--- config.mk ---
export PLATFORM = sky130hd
export DESIGN_NAME = sdc_check
export DESIGN_NICKNAME = d
export VERILOG_FILES = /design/src/common/sdc_pkg.sv /design/src/hw/sdc_check.sv
export VERILOG_INCLUDE_DIRS = /design/src /design/src/common
export SDC_FILE = /design/constraint.sdc
export NUM_CORES = 1
export LEC_CHECK = 0
export BUFFER_PORTS_ARGS = -buffer_cell sky130_fd_sc_hd__buf_2
export CAP_MARGIN = 20
export CORE_ASPECT_RATIO = 0.6
export CORE_MARGIN = 1
export CORE_UTILIZATION = 45
export CTS_CLUSTER_SIZE = 20
export DETAILED_ROUTE_END_ITERATION = 10
export SYNTH_ARGS = -nofsm -noshare
export SYNTH_HDL_FRONTEND = slang
export SYNTH_SLANG_ARGS = --single-unit
--- constraint.sdc ---
create_clock -name hclk -period 3.9 [get_ports hclk]
set_input_delay 1.17 -clock hclk [delete_from_list [all_inputs] [get_ports hclk]]
set_output_delay 1.17 -clock hclk [all_outputs]
set_load 0.01 [all_outputs]
--- src/common/sdc_defines.svh ---
// Purpose: constants for the segment descriptor checker
// Assumes: eight-byte descriptor split into a low and a high doubleword
// Notes:   offsets are byte addresses on the register bus
`ifndef SDC_DEFINES_SVH
`define SDC_DEFINES_SVH

// ------------------------------------------------------------
// register offsets
// ------------------------------------------------------------
`define SDC_OFS_DESC_LO   12'h000
`define SDC_OFS_DESC_HI   12'h004
`define SDC_OFS_OFFSET    12'h008
`define SDC_OFS_CTRL      12'h00C
`define SDC_OFS_STATUS    12'h010
`define SDC_OFS_BASE      12'h014
`define SDC_OFS_LIMIT     12'h018
`define SDC_OFS_ATTR      12'h01C

// ------------------------------------------------------------
// descriptor field positions, high doubleword
// ------------------------------------------------------------
`define SDC_HI_BASE_MID_LSB   0
`define SDC_HI_TYPE_LSB       8
`define SDC_HI_APP_KIND       12
`define SDC_HI_PRIV_LSB       13
`define SDC_HI_RESIDENT       15
`define SDC_HI_LIMIT_HI_LSB   16
`define SDC_HI_AVAIL          20
`define SDC_HI_NATIVE_WIDE    21
`define SDC_HI_WIDTH          22
`define SDC_HI_UNIT_SCALE     23
`define SDC_HI_BASE_HI_LSB    24

// type field bits
`define SDC_TYPE_ACCESSED     0
`define SDC_TYPE_WRITE_READ   1
`define SDC_TYPE_DIR_CONF     2
`define SDC_TYPE_CODE         3

// ------------------------------------------------------------
// control register bits
// ------------------------------------------------------------
`define SDC_CTRL_IS_STACK     0
`define SDC_CTRL_WIDE_MODE    1
`define SDC_CTRL_PFX_OPSIZE   2
`define SDC_CTRL_PFX_ADSIZE   3
`define SDC_CTRL_LOAD         4
`define SDC_CTRL_CHECK        5

// ------------------------------------------------------------
// limits and reset values
// ------------------------------------------------------------
`define SDC_UPPER_WIDE        32'hFFFF_FFFF
`define SDC_UPPER_NARROW      32'h0000_FFFF
`define SDC_PAGE_FILL         12'hFFF
`define SDC_RESET_WORD        32'h0000_0000

`endif

--- src/common/sdc_pkg.sv ---
// Purpose: types for the segment descriptor checker
// Assumes: nothing beyond the defines header
// Notes:   widths follow the descriptor layout
package sdc_pkg;

  typedef enum logic [1:0]
  {
    SDC_W16,
    SDC_W32,
    SDC_W64
  } sdc_width_t;

  typedef enum logic [1:0]
  {
    SDC_SYSTEM,
    SDC_DATA,
    SDC_CODE
  } sdc_class_t;

endpackage : sdc_pkg

--- src/hw/sdc_check.sv ---
// Purpose: decode a segment descriptor, check offsets, raise faults
// Assumes: AHB-Lite slave, single word transfers, zero wait states
// Notes:   descriptor and offset written by software, results read back
//
// What this block does
// - join both limit pieces into one 20-bit limit first
// - unit scale clear: limit counts bytes, sizes up to 1 MByte
// - unit scale set: limit counts 4-KByte units, up to 4 GBytes
// - expand-up accepts 0..limit; beyond faults, stack or general
// - expand-down accepts limit+1..upper bound set by stack width flag
// - join three base pieces into one unscaled 32-bit base
// - app kind flag picks system versus code/data type meaning
// - privilege is two bits, 0..3, 0 most privileged
// - loading a non-resident descriptor raises not-present fault
// - non-resident descriptor: other positions carry no meaning
// - code width bit picks 32-bit or 16-bit defaults
// - prefixes 66H and 67H flip operand and address size
// - stack width flag picks wide or narrow stack pointer
// - with unit scale the low twelve offset bits are not compared
// - native wide code bit picks 64-bit or compatibility mode
// - bit 20 of the high word is ignored
// - type bit 11 separates data from code; low bits qualify
// - stack load of a non-writable data segment raises general fault
`timescale 1ns/1ps
`include "sdc_defines.svh"

module sdc_check
(
  input  wire logic              hclk,
  input  wire logic              hresetn,
  input  wire logic              hsel,
  input  wire logic [11:0]       haddr,
  input  wire logic [1:0]        htrans,
  input  wire logic              hwrite,
  input  wire logic [2:0]        hsize,
  input  wire logic [31:0]       hwdata,
  input  wire logic              hready,
  output logic      [31:0]       hrdata,
  output logic                   hreadyout,
  output logic                   hresp,
  output logic                   general_protection_fault,
  output logic                   stack_fault,
  output logic                   not_present_fault,
  output sdc_pkg::sdc_width_t    code_mode,
  output logic                   stack_pointer_wide
);
  import sdc_pkg::*;

  // ------------------------------------------------------------
  // bus slave
  // ------------------------------------------------------------
  logic [31:0] desc_lo;
  logic [31:0] desc_hi;
  logic [31:0] offset;
  logic [3:0]  ctrl;
  logic        wr_pend;
  logic [11:0] wr_addr;
  logic        load_pulse;
  logic        check_pulse;

  wire         bus_take = hsel && hready && htrans[1];
  wire         wr_fire  = wr_pend;

  // zero wait states: every access is answered in its data phase
  assign hreadyout = 1'b1;
  assign hresp     = 1'b0;

  always_ff @(posedge hclk or negedge hresetn)
  begin
    if (!hresetn)
      wr_pend <= 1'b0;
    else
      wr_pend <= bus_take && hwrite;
  end

  // address kept only on a taken transfer, so idle cycles cost no toggles
  sdc_word_reg
  #(
    .WIDTH (12),
    .INIT  (`SDC_RESET_WORD)
  )
  wr_addr_reg
  (
    .hclk    (hclk),
    .hresetn (hresetn),
    .load    (bus_take),
    .din     (haddr),
    .q       (wr_addr)
  );

  // ------------------------------------------------------------
  // write decode
  // ------------------------------------------------------------
  // writes land at the end of the data phase
  wire         desc_lo_we = wr_fire && (wr_addr == `SDC_OFS_DESC_LO);
  wire         desc_hi_we = wr_fire && (wr_addr == `SDC_OFS_DESC_HI);
  wire         offset_we  = wr_fire && (wr_addr == `SDC_OFS_OFFSET);
  wire         ctrl_we    = wr_fire && (wr_addr == `SDC_OFS_CTRL);
  wire         next_load  = ctrl_we && hwdata[`SDC_CTRL_LOAD];
  wire         next_check = ctrl_we && hwdata[`SDC_CTRL_CHECK];

  // ------------------------------------------------------------
  // software registers
  // ------------------------------------------------------------
  sdc_word_reg
  #(
    .WIDTH (32),
    .INIT  (`SDC_RESET_WORD)
  )
  desc_lo_reg
  (
    .hclk    (hclk),
    .hresetn (hresetn),
    .load    (desc_lo_we),
    .din     (hwdata),
    .q       (desc_lo)
  );

  sdc_word_reg
  #(
    .WIDTH (32),
    .INIT  (`SDC_RESET_WORD)
  )
  desc_hi_reg
  (
    .hclk    (hclk),
    .hresetn (hresetn),
    .load    (desc_hi_we),
    .din     (hwdata),
    .q       (desc_hi)
  );

  sdc_word_reg
  #(
    .WIDTH (32),
    .INIT  (`SDC_RESET_WORD)
  )
  offset_reg
  (
    .hclk    (hclk),
    .hresetn (hresetn),
    .load    (offset_we),
    .din     (hwdata),
    .q       (offset)
  );

  sdc_word_reg
  #(
    .WIDTH (4),
    .INIT  (`SDC_RESET_WORD)
  )
  ctrl_reg
  (
    .hclk    (hclk),
    .hresetn (hresetn),
    .load    (ctrl_we),
    .din     (hwdata[3:0]),
    .q       (ctrl)
  );

  // load and check are one-cycle strobes, never kept in ctrl
  always_ff @(posedge hclk or negedge hresetn)
  begin
    if (!hresetn)
    begin
      load_pulse  <= 1'b0;
      check_pulse <= 1'b0;
    end
    else
    begin
      load_pulse  <= next_load;
      check_pulse <= next_check;
    end
  end

  // ------------------------------------------------------------
  // field decode
  // ------------------------------------------------------------
  wire [19:0] raw_limit  = {desc_hi[`SDC_HI_LIMIT_HI_LSB +: 4], desc_lo[15:0]};
  wire [31:0] seg_base   = {desc_hi[`SDC_HI_BASE_HI_LSB +: 8],
                            desc_hi[`SDC_HI_BASE_MID_LSB +: 8], desc_lo[31:16]};
  wire [3:0]  seg_type   = desc_hi[`SDC_HI_TYPE_LSB +: 4];
  wire        app_kind   = desc_hi[`SDC_HI_APP_KIND];
  wire [1:0]  segment_privilege = desc_hi[`SDC_HI_PRIV_LSB +: 2];
  wire        resident   = desc_hi[`SDC_HI_RESIDENT];
  wire        native_wide = desc_hi[`SDC_HI_NATIVE_WIDE];
  wire        width_flag = desc_hi[`SDC_HI_WIDTH];
  wire        unit_scale = desc_hi[`SDC_HI_UNIT_SCALE];
  // bit 20 is never read: free for software

  wire        is_code    = app_kind && seg_type[`SDC_TYPE_CODE];
  wire        is_data    = app_kind && !seg_type[`SDC_TYPE_CODE];
  wire        expand_dn  = is_data && seg_type[`SDC_TYPE_DIR_CONF];
  wire        writable   = is_data && seg_type[`SDC_TYPE_WRITE_READ];
  wire        is_stack   = ctrl[`SDC_CTRL_IS_STACK];
  wire        wide_mode  = ctrl[`SDC_CTRL_WIDE_MODE];

  // ------------------------------------------------------------
  // limit scaling and offset check
  // ------------------------------------------------------------
  // scaled limit fills low twelve bits so they never fail the compare
  wire [31:0] eff_limit  = unit_scale ? {raw_limit, `SDC_PAGE_FILL}
                                      : {12'h000, raw_limit};
  wire [31:0] upper      = width_flag ? `SDC_UPPER_WIDE : `SDC_UPPER_NARROW;
  wire        up_bad     = offset > eff_limit;
  wire        dn_bad     = (offset <= eff_limit) || (offset > upper);
  wire        range_bad  = expand_dn ? dn_bad : up_bad;

  // ------------------------------------------------------------
  // fault and mode outputs
  // ------------------------------------------------------------
  // not-present wins; other fields are meaningless then
  wire        np_hit     = load_pulse && !resident;
  wire        ss_type_bad = load_pulse && resident && is_stack && !writable;
  wire        chk_hit    = check_pulse && resident && range_bad;

  sdc_width_t next_code_mode;
  assign next_code_mode = (wide_mode && native_wide) ? SDC_W64 :
                          width_flag ? SDC_W32 : SDC_W16;

  wire        op_wide    = width_flag ^ ctrl[`SDC_CTRL_PFX_OPSIZE];
  wire        ad_wide    = width_flag ^ ctrl[`SDC_CTRL_PFX_ADSIZE];

  // a range fault is a stack fault only on the stack segment
  wire        next_ss    = chk_hit && is_stack;
  wire        next_gp    = ss_type_bad || (chk_hit && !is_stack);
  wire        code_load  = load_pulse && resident && is_code;
  wire        stack_load = load_pulse && resident && is_stack;

  always_ff @(posedge hclk or negedge hresetn)
  begin
    if (!hresetn)
    begin
      general_protection_fault <= 1'b0;
      stack_fault              <= 1'b0;
      not_present_fault        <= 1'b0;
    end
    else
    begin
      not_present_fault        <= np_hit;
      stack_fault              <= next_ss;
      general_protection_fault <= next_gp;
    end
  end

  // modes stand until the next qualifying load
  always_ff @(posedge hclk or negedge hresetn)
  begin
    if (!hresetn)
      code_mode <= SDC_W16;
    else if (code_load)
      code_mode <= next_code_mode;
  end

  always_ff @(posedge hclk or negedge hresetn)
  begin
    if (!hresetn)
      stack_pointer_wide <= 1'b0;
    else if (stack_load)
      stack_pointer_wide <= width_flag;
  end

  // ------------------------------------------------------------
  // status and attribute words
  // ------------------------------------------------------------

  wire [31:0] status_word = {26'h000_0000,
                             stack_pointer_wide,
                             code_mode,
                             not_present_fault,
                             stack_fault,
                             general_protection_fault};
  wire [31:0] attr_word   = {18'h0_0000,
                             ad_wide,
                             op_wide,
                             segment_privilege,
                             app_kind,
                             is_code,
                             expand_dn,
                             writable,
                             seg_type,
                             unit_scale,
                             width_flag};

  // ------------------------------------------------------------
  // read data
  // ------------------------------------------------------------
  // registered at the address phase: a write to the same word
  // in the data phase ending on that edge is not yet seen
  wire        rd_take     = bus_take && !hwrite;
  wire        rd_lo       = (haddr == `SDC_OFS_DESC_LO);
  wire        rd_hi       = (haddr == `SDC_OFS_DESC_HI);
  wire        rd_off      = (haddr == `SDC_OFS_OFFSET);
  wire        rd_ctrl     = (haddr == `SDC_OFS_CTRL);
  wire        rd_stat     = (haddr == `SDC_OFS_STATUS);
  wire        rd_base     = (haddr == `SDC_OFS_BASE);
  wire        rd_lim      = (haddr == `SDC_OFS_LIMIT);
  wire        rd_attr     = (haddr == `SDC_OFS_ATTR);

  wire [31:0] rd_sel      = rd_lo   ? desc_lo :
                            rd_hi   ? desc_hi :
                            rd_off  ? offset :
                            rd_ctrl ? {28'h000_0000, ctrl} :
                            rd_stat ? status_word :
                            rd_base ? seg_base :
                            rd_lim  ? eff_limit :
                            rd_attr ? attr_word : 32'h0000_0000;
  wire [31:0] next_hrdata = rd_take ? rd_sel : 32'h0000_0000;

  always_ff @(posedge hclk or negedge hresetn)
  begin
    if (!hresetn)
      hrdata <= 32'h0000_0000;
    else
      hrdata <= next_hrdata;
  end

endmodule : sdc_check

// ------------------------------------------------------------
// loadable word register, shared by every writable field
// ------------------------------------------------------------
module sdc_word_reg
#(
  parameter int          WIDTH = 32,
  parameter logic [31:0] INIT  = 32'h0000_0000
)
(
  input  wire logic             hclk,
  input  wire logic             hresetn,
  input  wire logic             load,
  input  wire logic [WIDTH-1:0] din,
  output logic      [WIDTH-1:0] q
);
  // reset value cut to the register's own width
  always_ff @(posedge hclk or negedge hresetn)
  begin
    if (!hresetn)
      q <= INIT[WIDTH-1:0];
    else if (load)
      q <= din;
  end
endmodule : sdc_word_reg

Word level (Yosys, flattened, before mapping) --
Index checks and enable logic that the tools add are counted.
Storage, ports and cells: input bits 54, logic and storage cells 76, memories 0, register bits after elaboration 153, latch bits 0, output and inout bits 40, bits in writable memories 0, memory bits (read-only) 0
Operators by class: $mul 0, mux-type cells 14, add/subtract/negate cells 0, div/mod/pow operators 0, bitwise operators 2, shifts and indexed selects 0, magnitude comparators 3, equality and inequality tests 10, reduce and logical (&&, ||, !) cells 33
Operators with widths (number):
- $mux W32 | 10
- $gt A32 B32 Y1 | 2
- $eq A12 B4 Y1 const B | 4
- $eq A12 B5 Y1 const B | 4
- $le A32 B32 Y1 | 1
- $eq A12 B3 Y1 const B | 2
- $logic_and A1 B1 Y1 | 24
- $logic_not A12 Y1 | 2
- $mux W14 | 1
- $logic_not A1 Y1 | 5
- $logic_or A1 B1 Y1 | 2
- $mux W1 | 2
- $mux W2 | 1
- $xor A1 B1 Y1 | 2

Depth between registers and ports, before layout --
word-level depth 12, gate-level depth with buffers 12, gate-level depth less buffers 8

Hierarchy --
From an unflattened synthesis, not the netlist that was laid out.
Second synthesis, totals: cells, all modules 710, area, all modules 8544.4 um2
By module, submodules not included:
- sdc_word_reg at desc_hi_reg ... | cells each 68, area each 1345.0 um2, seq. area each 800.8 um2, instances 3
- sdc_check | cells each 473, area each 3880.0 um2, seq. area each 1026.0 um2, instances 1
- sdc_word_reg at wr_addr_reg | cells each 25, area each 484.2 um2, seq. area each 300.3 um2, instances 1
- sdc_word_reg at ctrl_reg | cells each 8, area each 145.1 um2, seq. area each 100.1 um2, instances 1

Worst setup path after synthesis --
No wires, ideal clock.
kind reg2reg, from reg desc_hi_reg.q[23], to reg general_protection_fault, cell stages (with the launch flop) 13, required time 3.776 ns, clock period less this slack 3.049 ns, setup slack 0.851 ns, setup time 0.124 ns, path buffers 4, arrival 2.925 ns, path through dfrtp_1 > clkbuf_1 > buf_1 > clkbuf_1 > buf_2 > nand2_1 > ha_1 > nand4_1 > nor3_1 > a21boi_0 > a22o_1 > nor4_1 > o31a_1
Between the ends: longest elaborated chain between the ends 7, elaborated cells between the ends (all ways) 8, those cells by class order compare (2); mux (2); reduce/logical (4)
Ends and longest elaborated chain:
- start, declared | RTL line sdc_check.sv:333 | output logic [WIDTH-1:0] q
- start signal, assigned | RTL line sdc_check.sv:339 | q <= INIT[WIDTH-1:0];
- start signal, assigned | RTL line sdc_check.sv:341 | q <= din;
- $mux W32 (*) | RTL line sdc_check.sv:202 | wire [31:0] eff_limit = unit_scale ? {raw_limit, `SDC_PAGE_FILL}
- $le A32 B32 Y1 | RTL line sdc_check.sv:206 | wire dn_bad = (offset <= eff_limit) || (offset > upper);
- $logic_or A1 B1 Y1 | RTL line sdc_check.sv:206
- $mux W1 (*) | RTL line sdc_check.sv:207 | wire range_bad = expand_dn ? dn_bad : up_bad;
- $logic_and A1 B1 Y1 (*) | RTL line sdc_check.sv:215 | wire chk_hit = check_pulse && resident && range_bad;
- $logic_and A1 B1 Y1 (*) | RTL line sdc_check.sv:226 | wire next_gp = ss_type_bad || (chk_hit && !is_stack);
- $logic_or A1 B1 Y1 (*) | RTL line sdc_check.sv:226
- net next_gp | RTL line sdc_check.sv:226
- end signal, assigned | RTL line sdc_check.sv:242 | general_protection_fault <= next_gp;
- end, declared | RTL line sdc_check.sv:41 | output logic general_protection_fault,
The timed path passes the listed nets; every way through them passes the cells marked *. A chain may end at the register's enable or synchronous reset.

Worst setup path in the final report --
Same ends and word-level chain as after synthesis.

==> summary.md <==
| Metric | Value |
|---|---|
| Clock sink count | 153 |
| Hold Path Stages | 2 |
| First-pass GRT wire length | 38.91 mm |
| Final setup vio count | 0 |
| Port bufs | 87 |
| Clock root cell | clkbuf_16 |
| CP max stage cell | dfrtp_1 |
| Initial antenna violation count | 0 |
| Via count | 6,419 |
| Total chip power | 3.719 mW |
| Arrival time at the worst endpoint | 3540 ps |
| Core ar. | 17,270 um2 |
| Critical Path RT | 4250 ps |
| Mapped cell area | 8011 um2 |
| Resized Gates After CTS | 0 |
| ANT cells | 0 |
| Top_reg_cell synth | dfrtp_1 |
| Outcome | complete, no violations |
| Vias in the first global route | 6,424 |
| Die X | 174.3 um |
| Post-synthesis sequential area ratio | 47.79% |
| Initial DRT Pass Iterations | 5 |
| # DRC | 0 |
| Slew margin rel. | 22.83% |
| Cell Chain, Critical Path | buf_4, nand2_1, ha_1, nand4_1, nor3_1, nand3_1, a22o_1, nor4_1, o31a_1 |
| # nets final | 900 |
| DRT Wirelength | 25.23 mm |
| Setup_tns | 0 ps |
| Crit. Startpoint | desc_hi_reg.q[23]$_DFFE_PN0P_ |
| Crit. End Element | register |
| H-tree depth | 4 |
| Most frequent cells in the layout | 153 x dfrtp_1, 110 x mux2_2, 86 x buf_2 |
| Fin. max-slew vios | 0 |
| F_max | 0.3134 GHz |
| CTS Hold Bufs | 0 |
| Initial DRC count | 940 |
| # IOs | 94 |
| Post-synth EDFFs | 0 |
| Area grow syn2layout | 16.80% |
| Avg Cell Area, Syn | 11.30 um2 |
| Die Span Y | 105.4 um |
| Worst IR drop on VDD | 0.0002663 V |
| Vias/cell | 6.148 |
| Cell row count | 37 |
| Library cells used by synthesis | 59 |
| Grt ovf | 0 |
| Synth async-reset ratio | 100.0% |
| WL per Instance | 24.16 um |
| ANT nets after route | 0 |
| CTS clk-pin slew, worst paths | 70 ps |
| Yosys reg bits | 153 |
| Postcts setup bufs | 0 |
| Crit Path Max Fanout | 15 |
| Total track usage | 28.65% |
| Yosys warns | 0 |
| Clk Latency, worst-skew pair | 420 ps |
| GP Congestion | 0.9737 |
| Num CTS Buffers | 17 |
| Synthesized Nets | 811 |
| Core Util, Final | 54.19% |
| Skew final | 9.217 ps |
| Final period util | 81.82% |
| Area of the die | 18,360 um2 |
| Reg2Reg Launch Point | desc_hi_reg.q[23]$_DFFE_PN0P_ |
| Number of max-cap violations | 0 |
| Commonest non-fill, non-tap cell in the layout | dfrtp_1 |
| Post-synthesis cell count | 709 |
| Worst r2r path cells | 9 |
| Final hold viol count | 0 |
| Share of layout cells above drive strength 1 | 32.47% |
| Clk buf depth | 2 |
| Hold Worst Slack | 501.7 ps |
| Critical path's largest stage delay | 780 ps |
| Pwr/cell area | 397.5 nW/um2 |
| Kind of critical path | reg -> reg |
| Fillers | 1,502 |
| Largest net degree at the start of global routing | 67 |
| Leak | 4.449 nW |
| Hold_sp | code_mode[1]$_DFFE_PN0P_ |
| Post-DP HPWL | 18.67 mm |
| CTS tree | yes |
| Initial core utilization | 46.40% |
| RSZ-0062 raised after global routing | false |
| Crit path time final | 3191 ps |
| Actual slew at the worst max-slew pin | 1158 ps |
| CP startpoint kind | register |
| HP Class | reg -> reg |
power by group:
group	internal, mW	total (mW)	switching (mW)
clock network	1.03	1.72	0.692
registers	1.64	1.72	0.0748
logic	0.116	0.280	0.163
synth_stat cells (6+ instances only):
cell type	count	area share, %
nor3_1	7	0.44
nand3_1	13	0.81
a22oi_1	6	0.56
nand4_1	15	1.2
buf_2	18	1.1
a221oi_1	7	0.77
inv_1	13	0.61
mux2i_1	20	2.5
o22ai_1	11	0.86
nand2_1	52	2.4
o21ai_0	32	2.0
a222oi_1	16	2.0
nor2_1	41	1.9
mux2_2	110	15
dfrtp_1	153	48
ha_1	48	7.5
clkbuf_1	14	0.66
a21oi_1	53	3.3
cells by family after synthesis:
group,count (synthesis),synth area share (%)
simple gates,164,10.50
xor+xnor,2,0.2187
other cells,2,0.09374
flops,153,47.79
fa+ha+maj,48,7.497
buf+inv,49,2.671
mux,131,18.24
compound gates,160,12.99
metrics by stage:
| step | setup slack, ps | instance area [um2] | cells |
|---|---|---|---|
| global placement | 614.2 | 8748 | 1013 |
| detailed placement | 605.0 | 8748 | 1013 |
| global route | 523.2 | 9358 | 1044 |
| CTS | 756.3 | 9358 | 1044 |
| finish | 708.9 | 9358 | 1044 |
| floorplan | 851.4 | 8011 | 709 |
metal layers:
layer,share of wire [%],vias to the layer above,wire [um],GRT usage [%]
met2,40,338,10140,38.47
met1,48,3209,12150,44.25
li1,-,2838,-,-
met3,10,34,2578,8.045
met4,1.4,0,360,7.456
met5,0,-,0,0
registers in the layout, summed over array words and instances (netlist names):
| register | count |
|---|---|
| general_protection_fault | 1 |
| stack_fault | 1 |
| not_present_fault | 1 |
| offset_reg.q | 32 |
| stack_pointer_wide | 1 |
| hrdata | 32 |
| load_pulse | 1 |
| desc_hi_reg.q | 32 |
| wr_fire | 1 |
| ctrl_reg.q | 4 |
| desc_lo_reg.q | 32 |
| check_pulse | 1 |
| code_mode | 2 |
| wr_addr_reg.q | 12 |
critical path: cells and delay by family, from the launching register on:
family | cells | cell delay, ps
and+or+nand+nor | 5 | 1190
adders and majority gates | 1 | 290
DFF | 1 | 780
buffers and inverters | 1 | 340
AOI/OAI and AO/OA | 2 | 490
layout make-up:
class,instances,area [um2],share of cell area [%]
Tap cell,234,292.8,3.129
Timing Repair Buffer,106,596.8,6.378
Multi-Input combinational cell,507,3981,42.55
Inverter,13,48.80,0.5215
Clock buffer,18,439.2,4.693
Clock inverter,13,170.2,1.818
Sequential cell,153,3829,40.91
path summary, 6_finish.rpt:
kind | to | slack, ps
setup / recovery | general_protection_fault$_DFF_PN0_ | 710
hold / removal | code_mode[1]$_DFFE_PN0P_ | 500
setup reg to reg | general_protection_fault$_DFF_PN0_ | 710
hold reg to reg | code_mode[1]$_DFFE_PN0P_ | 500
max in group asynchronous | hrdata[6]$_DFF_PN0_ | 2360
min in group asynchronous | desc_lo_reg.q[30]$_DFFE_PN0P_ | 720
(Power assumes the default switching activity.)
